**src/core/output_clock_source_map.vh**
```
// Contract
// - pairs two and three each have a 2-bit source select, reset to PLL
// - select codes: 00 PLL, 01 reference zero, 10 reference one, 11 crystal
// - reserved bits read back unspecified; readers must not rely on them
// - bit 7 resets 0; rising holds dividers, falling releases them together (the code holds only pairs whose select is PLL)
`ifndef OUTPUT_CLOCK_SOURCE_MAP_VH
`define OUTPUT_CLOCK_SOURCE_MAP_VH
`define OCS_IDX_CONTROL 8'h63
`define OCS_IDX_RSVD_A 8'h64
`define OCS_IDX_RSVD_B 8'h65
`define OCS_IDX_RSVD_C 8'h66
`define OCS_IDX_RSVD_D 8'h67
`define OCS_BIT_SYNC 7
`define OCS_PAIR3_HI 5
`define OCS_PAIR3_LO 4
`define OCS_PAIR2_HI 1
`define OCS_PAIR2_LO 0
`define OCS_SRC_PLL 2'h0
`define OCS_SRC_REF0 2'h1
`define OCS_SRC_REF1 2'h2
`define OCS_SRC_XTAL 2'h3
`define OCS_RESET_CONTROL 8'h00
`define OCS_RESET_RSVD 8'h00
`define OCS_RESP_OKAY 2'h0
`define OCS_RESP_SLVERR 2'h2
`endif

```
**src/core/divider_sync_ctrl.v**
```verilog
`timescale 1ns/1ns
`default_nettype none
`include "output_clock_source_map.vh"
module divider_sync_ctrl (
  input wire core_clk,
  input wire rst,
  input wire clkEn,
  input wire syncBit,
  input wire [1:0] pairSel,
  output reg dividerHold
);
  reg syncPrev_q;
  always @(posedge core_clk or posedge rst) begin
    if (rst) begin
      syncPrev_q <= 1'b0;
      dividerHold <= 1'b0;
    end else if (clkEn) begin
      syncPrev_q <= syncBit;
      if (pairSel != `OCS_SRC_PLL) begin
        dividerHold <= 1'b0;
      end else if (syncBit && !syncPrev_q) begin
        dividerHold <= 1'b1;
      end else if (!syncBit && syncPrev_q) begin
        dividerHold <= 1'b0;
      end
    end
  end
endmodule
`default_nettype wire

```
**src/core/output_clock_source_select.v**
```verilog
// Register access over AXI4-Lite was left to the implementer.
`timescale 1ns/1ns
`default_nettype none
`include "output_clock_source_map.vh"
module output_clock_source_select (
  input wire core_clk,
  input wire rst,
  input wire clkEn,
  input wire [11:0] s_axi_awaddr,
  input wire s_axi_awvalid,
  output wire s_axi_awready,
  input wire [31:0] s_axi_wdata,
  input wire [3:0] s_axi_wstrb,
  input wire s_axi_wvalid,
  output wire s_axi_wready,
  output reg [1:0] s_axi_bresp,
  output reg s_axi_bvalid,
  input wire s_axi_bready,
  input wire [11:0] s_axi_araddr,
  input wire s_axi_arvalid,
  output wire s_axi_arready,
  output reg [31:0] s_axi_rdata,
  output reg [1:0] s_axi_rresp,
  output reg s_axi_rvalid,
  input wire s_axi_rready,
  output reg [1:0] pairTwoSourceSelect,
  output reg [1:0] pairThreeSourceSelect,
  output wire pairTwoDividerHold,
  output wire pairThreeDividerHold
);
  reg [7:0] control_q;
  reg [7:0] rsvd_q [0:3];
  reg [11:0] awAddr_q;
  reg [31:0] wData_q;
  reg [3:0] wStrb_q;
  reg awHeld_q;
  reg wHeld_q;
  integer i;

  function [2:0] decodeIdx;
    input [11:0] addr;
    begin
      if (addr[11:10] != 2'h0 || addr[1:0] != 2'h0) begin
        decodeIdx = 3'h7;
      end else if (addr[9:2] == `OCS_IDX_CONTROL) begin
        decodeIdx = 3'h4;
      end else if (addr[9:2] >= `OCS_IDX_RSVD_A && addr[9:2] <= `OCS_IDX_RSVD_D) begin
        decodeIdx = {1'b0, addr[3:2]};
      end else begin
        decodeIdx = 3'h7;
      end
    end
  endfunction

  assign s_axi_awready = !awHeld_q && !s_axi_bvalid;
  assign s_axi_wready = !wHeld_q && !s_axi_bvalid;
  assign s_axi_arready = !s_axi_rvalid;

  wire awGo = awHeld_q || (s_axi_awvalid && s_axi_awready);
  wire wGo = wHeld_q || (s_axi_wvalid && s_axi_wready);
  wire [11:0] wrAddr = awHeld_q ? awAddr_q : s_axi_awaddr;
  wire [31:0] wrData = wHeld_q ? wData_q : s_axi_wdata;
  wire [3:0] wrStrb = wHeld_q ? wStrb_q : s_axi_wstrb;
  wire doWrite = awGo && wGo && !s_axi_bvalid;
  wire [2:0] wrIdx = decodeIdx(wrAddr);
  wire [2:0] rdIdx = decodeIdx(s_axi_araddr);

  always @(posedge core_clk or posedge rst) begin
    if (rst) begin
      awHeld_q <= 1'b0;
      wHeld_q <= 1'b0;
      awAddr_q <= 12'h000;
      wData_q <= 32'h00000000;
      wStrb_q <= 4'h0;
      s_axi_bvalid <= 1'b0;
      s_axi_bresp <= `OCS_RESP_OKAY;
      control_q <= `OCS_RESET_CONTROL;
      for (i = 0; i < 4; i = i + 1) begin
        rsvd_q[i] <= `OCS_RESET_RSVD;
      end
    end else if (clkEn) begin
      if (s_axi_bvalid && s_axi_bready) begin
        s_axi_bvalid <= 1'b0;
      end
      if (doWrite) begin
        awHeld_q <= 1'b0;
        wHeld_q <= 1'b0;
        s_axi_bvalid <= 1'b1;
        s_axi_bresp <= (wrIdx == 3'h7) ? `OCS_RESP_SLVERR : `OCS_RESP_OKAY;
        if (wrStrb[0] && wrIdx == 3'h4) begin
          control_q <= wrData[7:0];
        end else if (wrStrb[0] && wrIdx != 3'h7) begin
          rsvd_q[wrIdx[1:0]] <= wrData[7:0];
        end
      end else begin
        if (s_axi_awvalid && s_axi_awready) begin
          awHeld_q <= 1'b1;
          awAddr_q <= s_axi_awaddr;
        end
        if (s_axi_wvalid && s_axi_wready) begin
          wHeld_q <= 1'b1;
          wData_q <= s_axi_wdata;
          wStrb_q <= s_axi_wstrb;
        end
      end
    end
  end

  always @(posedge core_clk or posedge rst) begin
    if (rst) begin
      s_axi_rvalid <= 1'b0;
      s_axi_rdata <= 32'h00000000;
      s_axi_rresp <= `OCS_RESP_OKAY;
    end else if (clkEn) begin
      if (s_axi_rvalid && s_axi_rready) begin
        s_axi_rvalid <= 1'b0;
      end
      if (s_axi_arvalid && s_axi_arready) begin
        s_axi_rvalid <= 1'b1;
        if (rdIdx == 3'h4) begin
          s_axi_rdata <= {24'h000000, control_q};
          s_axi_rresp <= `OCS_RESP_OKAY;
        end else if (rdIdx != 3'h7) begin
          s_axi_rdata <= {24'h000000, rsvd_q[rdIdx[1:0]]};
          s_axi_rresp <= `OCS_RESP_OKAY;
        end else begin
          s_axi_rdata <= 32'h00000000;
          s_axi_rresp <= `OCS_RESP_SLVERR;
        end
      end
    end
  end

  // source code to pair mux setting
  always @(posedge core_clk or posedge rst) begin
    if (rst) begin
      pairTwoSourceSelect <= `OCS_SRC_PLL;
      pairThreeSourceSelect <= `OCS_SRC_PLL;
    end else if (clkEn) begin
      pairTwoSourceSelect <= control_q[`OCS_PAIR2_HI:`OCS_PAIR2_LO];
      pairThreeSourceSelect <= control_q[`OCS_PAIR3_HI:`OCS_PAIR3_LO];
    end
  end

  divider_sync_ctrl pairTwoSync (
    .core_clk(core_clk),
    .rst(rst),
    .clkEn(clkEn),
    .syncBit(control_q[`OCS_BIT_SYNC]),
    .pairSel(control_q[`OCS_PAIR2_HI:`OCS_PAIR2_LO]),
    .dividerHold(pairTwoDividerHold)
  );

  divider_sync_ctrl pairThreeSync (
    .core_clk(core_clk),
    .rst(rst),
    .clkEn(clkEn),
    .syncBit(control_q[`OCS_BIT_SYNC]),
    .pairSel(control_q[`OCS_PAIR3_HI:`OCS_PAIR3_LO]),
    .dividerHold(pairThreeDividerHold)
  );
endmodule
`default_nettype wire

```
**config.mk**
```make
export PLATFORM = sky130hd
export DESIGN_NAME = output_clock_source_select
export DESIGN_NICKNAME = d
export VERILOG_FILES = /design/src/core/divider_sync_ctrl.v /design/src/core/output_clock_source_select.v
export VERILOG_INCLUDE_DIRS = /design/src /design/src/core
export SDC_FILE = /design/constraint.sdc
export NUM_CORES = 1
export LEC_CHECK = 0
export ABC_AREA = 0
export CELL_PAD_IN_SITES_DETAIL_PLACEMENT = 0
export CELL_PAD_IN_SITES_GLOBAL_PLACEMENT = 1
export CORE_MARGIN = 5
export CORE_UTILIZATION = 45
export CTS_CLUSTER_DIAMETER = 60
export CTS_CLUSTER_SIZE = 24
export DETAILED_ROUTE_END_ITERATION = 16
export DONT_BUFFER_PORTS = 1
export PLACE_DENSITY_LB_ADDON = 0.1
export SLEW_MARGIN = 20
export SYNTH_ARGS = -nofsm -noshare
export SYNTH_HDL_FRONTEND = slang
export SYNTH_SLANG_ARGS = --single-unit
export TNS_END_PERCENT = 20
```
**constraint.sdc**
```tcl
create_clock -name core_clk -period 2.1 [get_ports core_clk]
set_input_delay 0.21 -clock core_clk [delete_from_list [all_inputs] [get_ports core_clk]]
set_output_delay 0.21 -clock core_clk [all_outputs]
set_load 0.02 [all_outputs]
```
Word-level counts from Yosys, hierarchy flattened. Cells that the tools add are included.

Bitwise operators: 4. Magnitude comparators: 7. Equal/unequal tests: 7. Reductions and logical operators: 50. Muxes and demuxes: 32.

Operator list (number): two-way mux 8 bit (6); bitwise mux 32 bit (1); nonzero test 2 bit (10); two-way mux 3 bit (6); binary-select mux 8 bit (select 2 bit) (1); demux 8 bit (select 2 bit) (1); equality test 8 x 7 -> 1 bit (second input constant) (2); greater-or-equal comparator 8 x 7 -> 1 bit (second input constant) (2); <= comparator 8 x 7 -> 1 bit (second input constant) (2); logical AND 1 bit (16); AND reduction 2 bit (8); two-way mux 1 bit (13); two-way mux 12 bit (1); equality test 3 bit (second input constant) (3); AND reduction 3 bit (3); greater-or-equal comparator 3 bit (second input constant) (2); zero test 1 bit (6); two-way mux 2 bit (3); != test 3 bit (second input constant) (2); inverter 2 -> 3 bit (2); nonzero test 3 bit (2); logical OR 1 bit (4); AND reduction 4 bit (1); less-than comparator 3 x 1 -> 1 bit (second input constant) (1); inverter 1 bit (2).

Output and inout port bits: 47. Bits of input ports: 68. Register bits: 108.

Logic depth before layout (Yosys ltp).
Word-level depth: 12. Gate-level depth with buffers: 7. Depth with buffers taken out: 5.

By module. From an unflattened synthesis, not the netlist that was laid out.

Cells, all modules: 338. Area, all modules: 4174.0 um^2.

By module, submodules not included: output_clock_source_select (area each 3986.3 um^2, cells an instance 318, instances 1, sequential area each 1976.9 um^2); divider_sync_ctrl (area each 93.8 um^2, cells an instance 10, instances 2, sequential area each 50.0 um^2).

Worst setup path before layout. No wires, ideal clock.

Kind: register -> register. Start: register s_axi_bvalid. End: register rsvd_q[17] (netlist name). Setup time: 0.125 ns. Data required time: 1.975 ns. Arrival time: 1.957 ns. Clock period less this slack: 2.082 ns. Buffers on the path: 0. Cell stages (with the launch flop): 6. Path slack: 0.018 ns. Path through: dfrtp_1 nand2b_1 nor4_2 nand4b_4 nor2_4 mux2_2.

Cells in the longest elaborated chain, start to end: 7. Elaborated cells on any way between the ends: 10. Classes of those cells: reduce/logical (10).

Ends and longest elaborated chain: start: declaration (line output_clock_source_select.v:17) `output reg s_axi_bvalid,`; start signal: assignment (line output_clock_source_select.v:75) `s_axi_bvalid <= 1'b0;`; start signal: assignment (line output_clock_source_select.v:83) `s_axi_bvalid <= 1'b0;`; start signal: assignment (line output_clock_source_select.v:88) `s_axi_bvalid <= 1'b1;`; zero test 1 bit * (line output_clock_source_select.v:55, output_clock_source_select.v:56, output_clock_source_select.v:64); logical AND 1 bit, on equally long branches (line output_clock_source_select.v:55, output_clock_source_select.v:56); logical AND 1 bit, on equally long branches (line output_clock_source_select.v:59, output_clock_source_select.v:60); logical OR 1 bit, on equally long branches (line output_clock_source_select.v:59, output_clock_source_select.v:60); logical AND 1 bit (line output_clock_source_select.v:64) `wire doWrite = awGo && wGo && !s_axi_bvalid;`; logical AND 1 bit * (line output_clock_source_select.v:64); AND reduction 4 bit (no source line) *; end signal: indexed assignment (line output_clock_source_select.v:79) `` rsvd_q[i] <= `OCS_RESET_RSVD; ``; end signal: indexed assignment (line output_clock_source_select.v:93) `rsvd_q[wrIdx[1:0]] <= wrData[7:0];`; end: declaration (line output_clock_source_select.v:32) `reg [7:0] rsvd_q [0:3];`.

Every way passes the cells marked *; elsewhere a longest branch is shown, timed or not. A chain may end at the register's enable or synchronous reset.

Worst setup path after layout.
Start: register awHeld_q. End: register rsvd_q[22] (netlist name).

Cells in the longest elaborated chain, start to end: 12. Elaborated cells on any way between the ends: 30. Classes of those cells: order compare (4); eq/ne (3); mux (7); bitwise (2); reduce/logical (14).

Ends and longest elaborated chain: start: declaration (line output_clock_source_select.v:36) `reg awHeld_q;`; start signal: assignment (line output_clock_source_select.v:70) `awHeld_q <= 1'b0;`; start signal: assignment (line output_clock_source_select.v:86) `awHeld_q <= 1'b0;`; start signal: assignment (line output_clock_source_select.v:97) `awHeld_q <= 1'b1;`; two-way mux 12 bit (line output_clock_source_select.v:61) `wire [11:0] wrAddr = awHeld_q ? awAddr_q : s_axi_awaddr;`; greater-or-equal comparator 8 x 7 -> 1 bit (no source line) or <= comparator 8 x 7 -> 1 bit (tied branches); logical AND 1 bit (no source line); two-way mux 3 bit (line output_clock_source_select.v:47) `` end else if (addr[9:2] >= `OCS_IDX_RSVD_A && addr[9:2] <= `OCS_IDX_RSVD_D) begin ``; two-way mux 3 bit (line output_clock_source_select.v:45) `` end else if (addr[9:2] == `OCS_IDX_CONTROL) begin ``; two-way mux 3 bit (line output_clock_source_select.v:43) `if (addr[11:10] != 2'h0 || addr[1:0] != 2'h0) begin`; inverter 2 -> 3 bit (not written as such) (line output_clock_source_select.v:93); greater-or-equal comparator 3 bit (not written as such) or less-than comparator 3 x 1 -> 1 bit (tied branches) (line output_clock_source_select.v:93); logical AND 1 bit (not written as such) (line output_clock_source_select.v:93); two-way mux 8 bit (not written as such) (line output_clock_source_select.v:93); demux 8 bit (select 2 bit) (line output_clock_source_select.v:93); bitwise mux 32 bit (line output_clock_source_select.v:93).

Several ways; a longest one is shown, not always the timed one.

==> flow_metrics.env <==
export IMPL_status="complete, no violations"
export IMPL_ys_warn_count=0
export IMPL_period_share_pct=96.8
export IMPL_yosysSeqAreaShare_pct=50.0
export IMPL_synth_common_cells="82 x dfrtp_1, 67 x mux2_2, 26 x buf_4"
export IMPL_placedCellCount=457
export IMPL_synth_edff_count=0
export IMPL_ant_nets=0
export IMPL_setup_viol=0
export IMPL_globalRouteMet1Util_pct=22.6
export IMPL_use_met3_pct=4.71
export IMPL_dr_pass1_iters=4
export IMPL_ys_ff_latch=82
export IMPL_power_density_nw_per_um2=957
export IMPL_synthTopCellsByArea="dfrtp_1 50%, mux2_2 18%, buf_4 4.8%"
export IMPL_synthMostInstantiatedCell="dfrtp_1"
export IMPL_nets=454
export IMPL_num_fill_cells=782
export IMPL_path_max_fanout=8
export IMPL_cts_sinks=82
export IMPL_n_antenna_cell=0
export IMPL_area_growth_pct=17.6
export IMPL_syn_area_um2=4100
export IMPL_synth_flop_cell="dfrtp_1"
export IMPL_cts_tree="done"
export IMPL_cts_made_buffers=9
export IMPL_clk_pin_slew_worst_paths_ps=80
export IMPL_place_hpwl_um=6320
export IMPL_crit_buf_inv=0
export IMPL_synth_cell_types=47
export IMPL_clock_latency_ps=350
export IMPL_start_kind="flop"
export IMPL_grt_pass1_vias=2677
export IMPL_drc=0
export IMPL_skew_ps=8.13
export IMPL_p_leak_nw=2.24
export IMPL_critPathSlowestCell="dfrtp_2"
export IMPL_cp_end_kind="flop"
export IMPL_worstPathRequired_ps=2340
export IMPL_syn_area_per_cell_um2=12.1
export IMPL_critical_path_arrival_ps=2270
export IMPL_antenna_found_initial=0
export IMPL_slew_viol_final=0
export IMPL_drt_wl_total_um=8750
export IMPL_place_ws_ps=-33.4
export IMPL_max_freq_ghz=0.492
export IMPL_synth_async_reset_ratio_pct=100
export IMPL_ir_worst_vdd_uv=501
export IMPL_grt_usage_pct=16.1
export IMPL_hold_violations=0
export IMPL_cap_violations=0
export IMPL_die_x_um=105
export IMPL_synthCells=338
export IMPL_yosys_area_top_type="dfrtp_1"
export IMPL_setup_ws_ps=66.3
export IMPL_grt_ovfl_total=0
export IMPL_drive_above_1_share_pct=34.9
export IMPL_path_delay_family="simple AND/OR/NAND/NOR gates"
export IMPL_die_area_um2=11100
export IMPL_vias_per_cell=5.41
export IMPL_totalPowerFinal_mw=4.61
export IMPL_hold_path_class="input port to flop"
export IMPL_relSlewSlack_pct=56.0
export IMPL_die_h_um=105
export IMPL_path_class="flop to flop"
export IMPL_stdcell_count=498
export IMPL_rsz0062_at_grt="yes"
export IMPL_worst_pin_slew_ps=659
export IMPL_synth_top_cell_area_share_pct=50.0
export IMPL_core_um2=8810
export IMPL_critPathMaxStageDelay_ps=450
export IMPL_start_util_pct=46.6
export IMPL_path_cells="nor4_1 > o21ai_1 > nand4b_4 > nor2_4 > mux2_2"
export IMPL_cts_root_buf="clkbuf_8"
export IMPL_cts_buffer_depth=2
export IMPL_routedWlPerCell_um=17.6
export IMPL_busiest_layer="met2"
export IMPL_use_met2_pct=23.8
export IMPL_drt_iter0_drc=61
export IMPL_cts_htree_levels=3
export IMPL_grt_first_pass_wirelength_um=14200
export IMPL_vias=2695
export IMPL_gp_congestion=0.756
export IMPL_grt_max_degree=29
export IMPL_io_pins=115
export IMPL_rows=34
export IMPL_portBuffers=0
export IMPL_min_period_ps=2030
==> cells by family (layout without fill, tap and decap cells) <==
family / Yosys count / count (layout) / synth area share [%]
DFF: 82 / 82 / 50.0
muxes: 75 / 75 / 20.5
and+or+nand+nor: 75 / 75 / 12.2
AOI/OAI and AO/OA: 62 / 62 / 10.1
buffers and inverters: 42 / 69 / 6.65
adders and majority gates: 1 / 1 / 0.305
other: 1 / 26 / 0.0915
==> through the flow <==
| step | TNS [ps] | cell area [µm²] | util [%] | hold WS (ps) |
|---|---|---|---|---|
| after global placement | -250 | 4300 | 48.8 | 202 |
| final | 0 | 4820 | 54.7 | 9.59 |
| after detailed placement | -506 | 4300 | 48.8 | 206 |
| after floorplan | 0 | 4200 | - | 360 |
| after CTS | 0 | 4700 | 53.4 | 0.226 |
| after global routing | -235 | 4820 | 54.7 | 1.32 |
==> worst paths after layout <==
| path | start | end | slack [ps] | depth (start not counted) |
|---|---|---|---|---|
| worst min-delay path | s_axi_awaddr[11] | awAddr_q[11]$_DFFE_PP0P_ | 10 | 1 |
| worst max-delay path | awHeld_q$_DFFE_PP0P_ | rsvd_q[22]$_DFFE_PP0P_ | 70 | 5 |
| worst min register to register | rsvd_q[28]$_DFFE_PP0P_ | rsvd_q[28]$_DFFE_PP0P_ | 490 | 1 |
| min in group asynchronous | rst | awAddr_q[11]$_DFFE_PP0P_ | 420 | 2 |
| max in group asynchronous | rst | control_q[0]$_DFFE_PP0P_ | 1130 | 3 |
| worst max register to register | awHeld_q$_DFFE_PP0P_ | rsvd_q[22]$_DFFE_PP0P_ | 70 | 5 |
==> sequential cells by signal (all words and copies together) (netlist names) <==
signal,flops
s_axi_rresp,1
pairTwoSync.dividerHold,1
awHeld_q,1
wHeld_q,1
pairThreeSync.syncPrev_q,1
control_q,8
s_axi_rdata,8
s_axi_rvalid,1
awAddr_q,12
s_axi_bvalid,1
rsvd_q,32
s_axi_bresp,1
wStrb_q,1
wData_q,8
pairThreeSync.dividerHold,1
pairTwoSourceSelect,2
pairThreeSourceSelect,2
==> worst reg2reg max path, stage by stage, from the launching register on <==
cell and delay (ps):
dfrtp_2 450, nor4_1 400, o21ai_1 140, nand4b_4 270, nor2_4 290, mux2_2 370
==> cell usage in the layout, fill, tap and decap left out, types with 4 or more instances in the layout <==
cell / instances
o21ai_1: 9
mux2_4: 4
nor3_1: 4
nand2_1: 10
buf_12: 4
o21ai_0: 5
buf_4: 23
o221ai_1: 7
nand3b_1: 5
a2bb2oi_1: 6
mux2_1: 5
inv_1: 5
dlygate4sd3_1: 20
nor4_2: 4
mux2_2: 64
dfrtp_1: 81
nor2_4: 4
nor2_1: 15
clkbuf_8: 12
conb_1: 26
a21oi_1: 21
and3_1: 11
==> where the power goes <==
group	internal [mW]	switching, mW
Sequential	1.84	0.193
Clock	0.766	0.567
Combinational	0.612	0.640
Total	3.21	1.40
==> final cells by class <==
type | count | area (µm²) | area share [%]
repair buffers | 47 | 453 | 9.40
inverters | 6 | 26.3 | 0.545
well taps | 108 | 135 | 2.80
flip-flops and latches | 82 | 2050 | 42.6
clock buffers | 12 | 165 | 3.43
multi-input cells | 239 | 1920 | 39.7
clock inverters | 4 | 72.6 | 1.51
==> routing by layer <==
| layer | share of wire, % | routed length [µm] | vias to the layer above |
|---|---|---|---|
| li1 | - | - | 1283 |
| met1 | 48 | 4210 | 1334 |
| met2 | 44 | 3880 | 66 |
| met3 | 5.7 | 497 | 12 |
| met4 | 1.9 | 165 | 0 |
| met5 | 0 | 0 | - |
==> timing repair <==
item	CTS	global route
setup buffers	2	3
gates resized for setup	1	11
gates cloned	0	0
setup endpoints to repair	32	40
endpoints found under the hold margin	40	7
pin swaps	2	6
hold buffers	15	5
No activity file was read; power rests on OpenSTA's default activity.
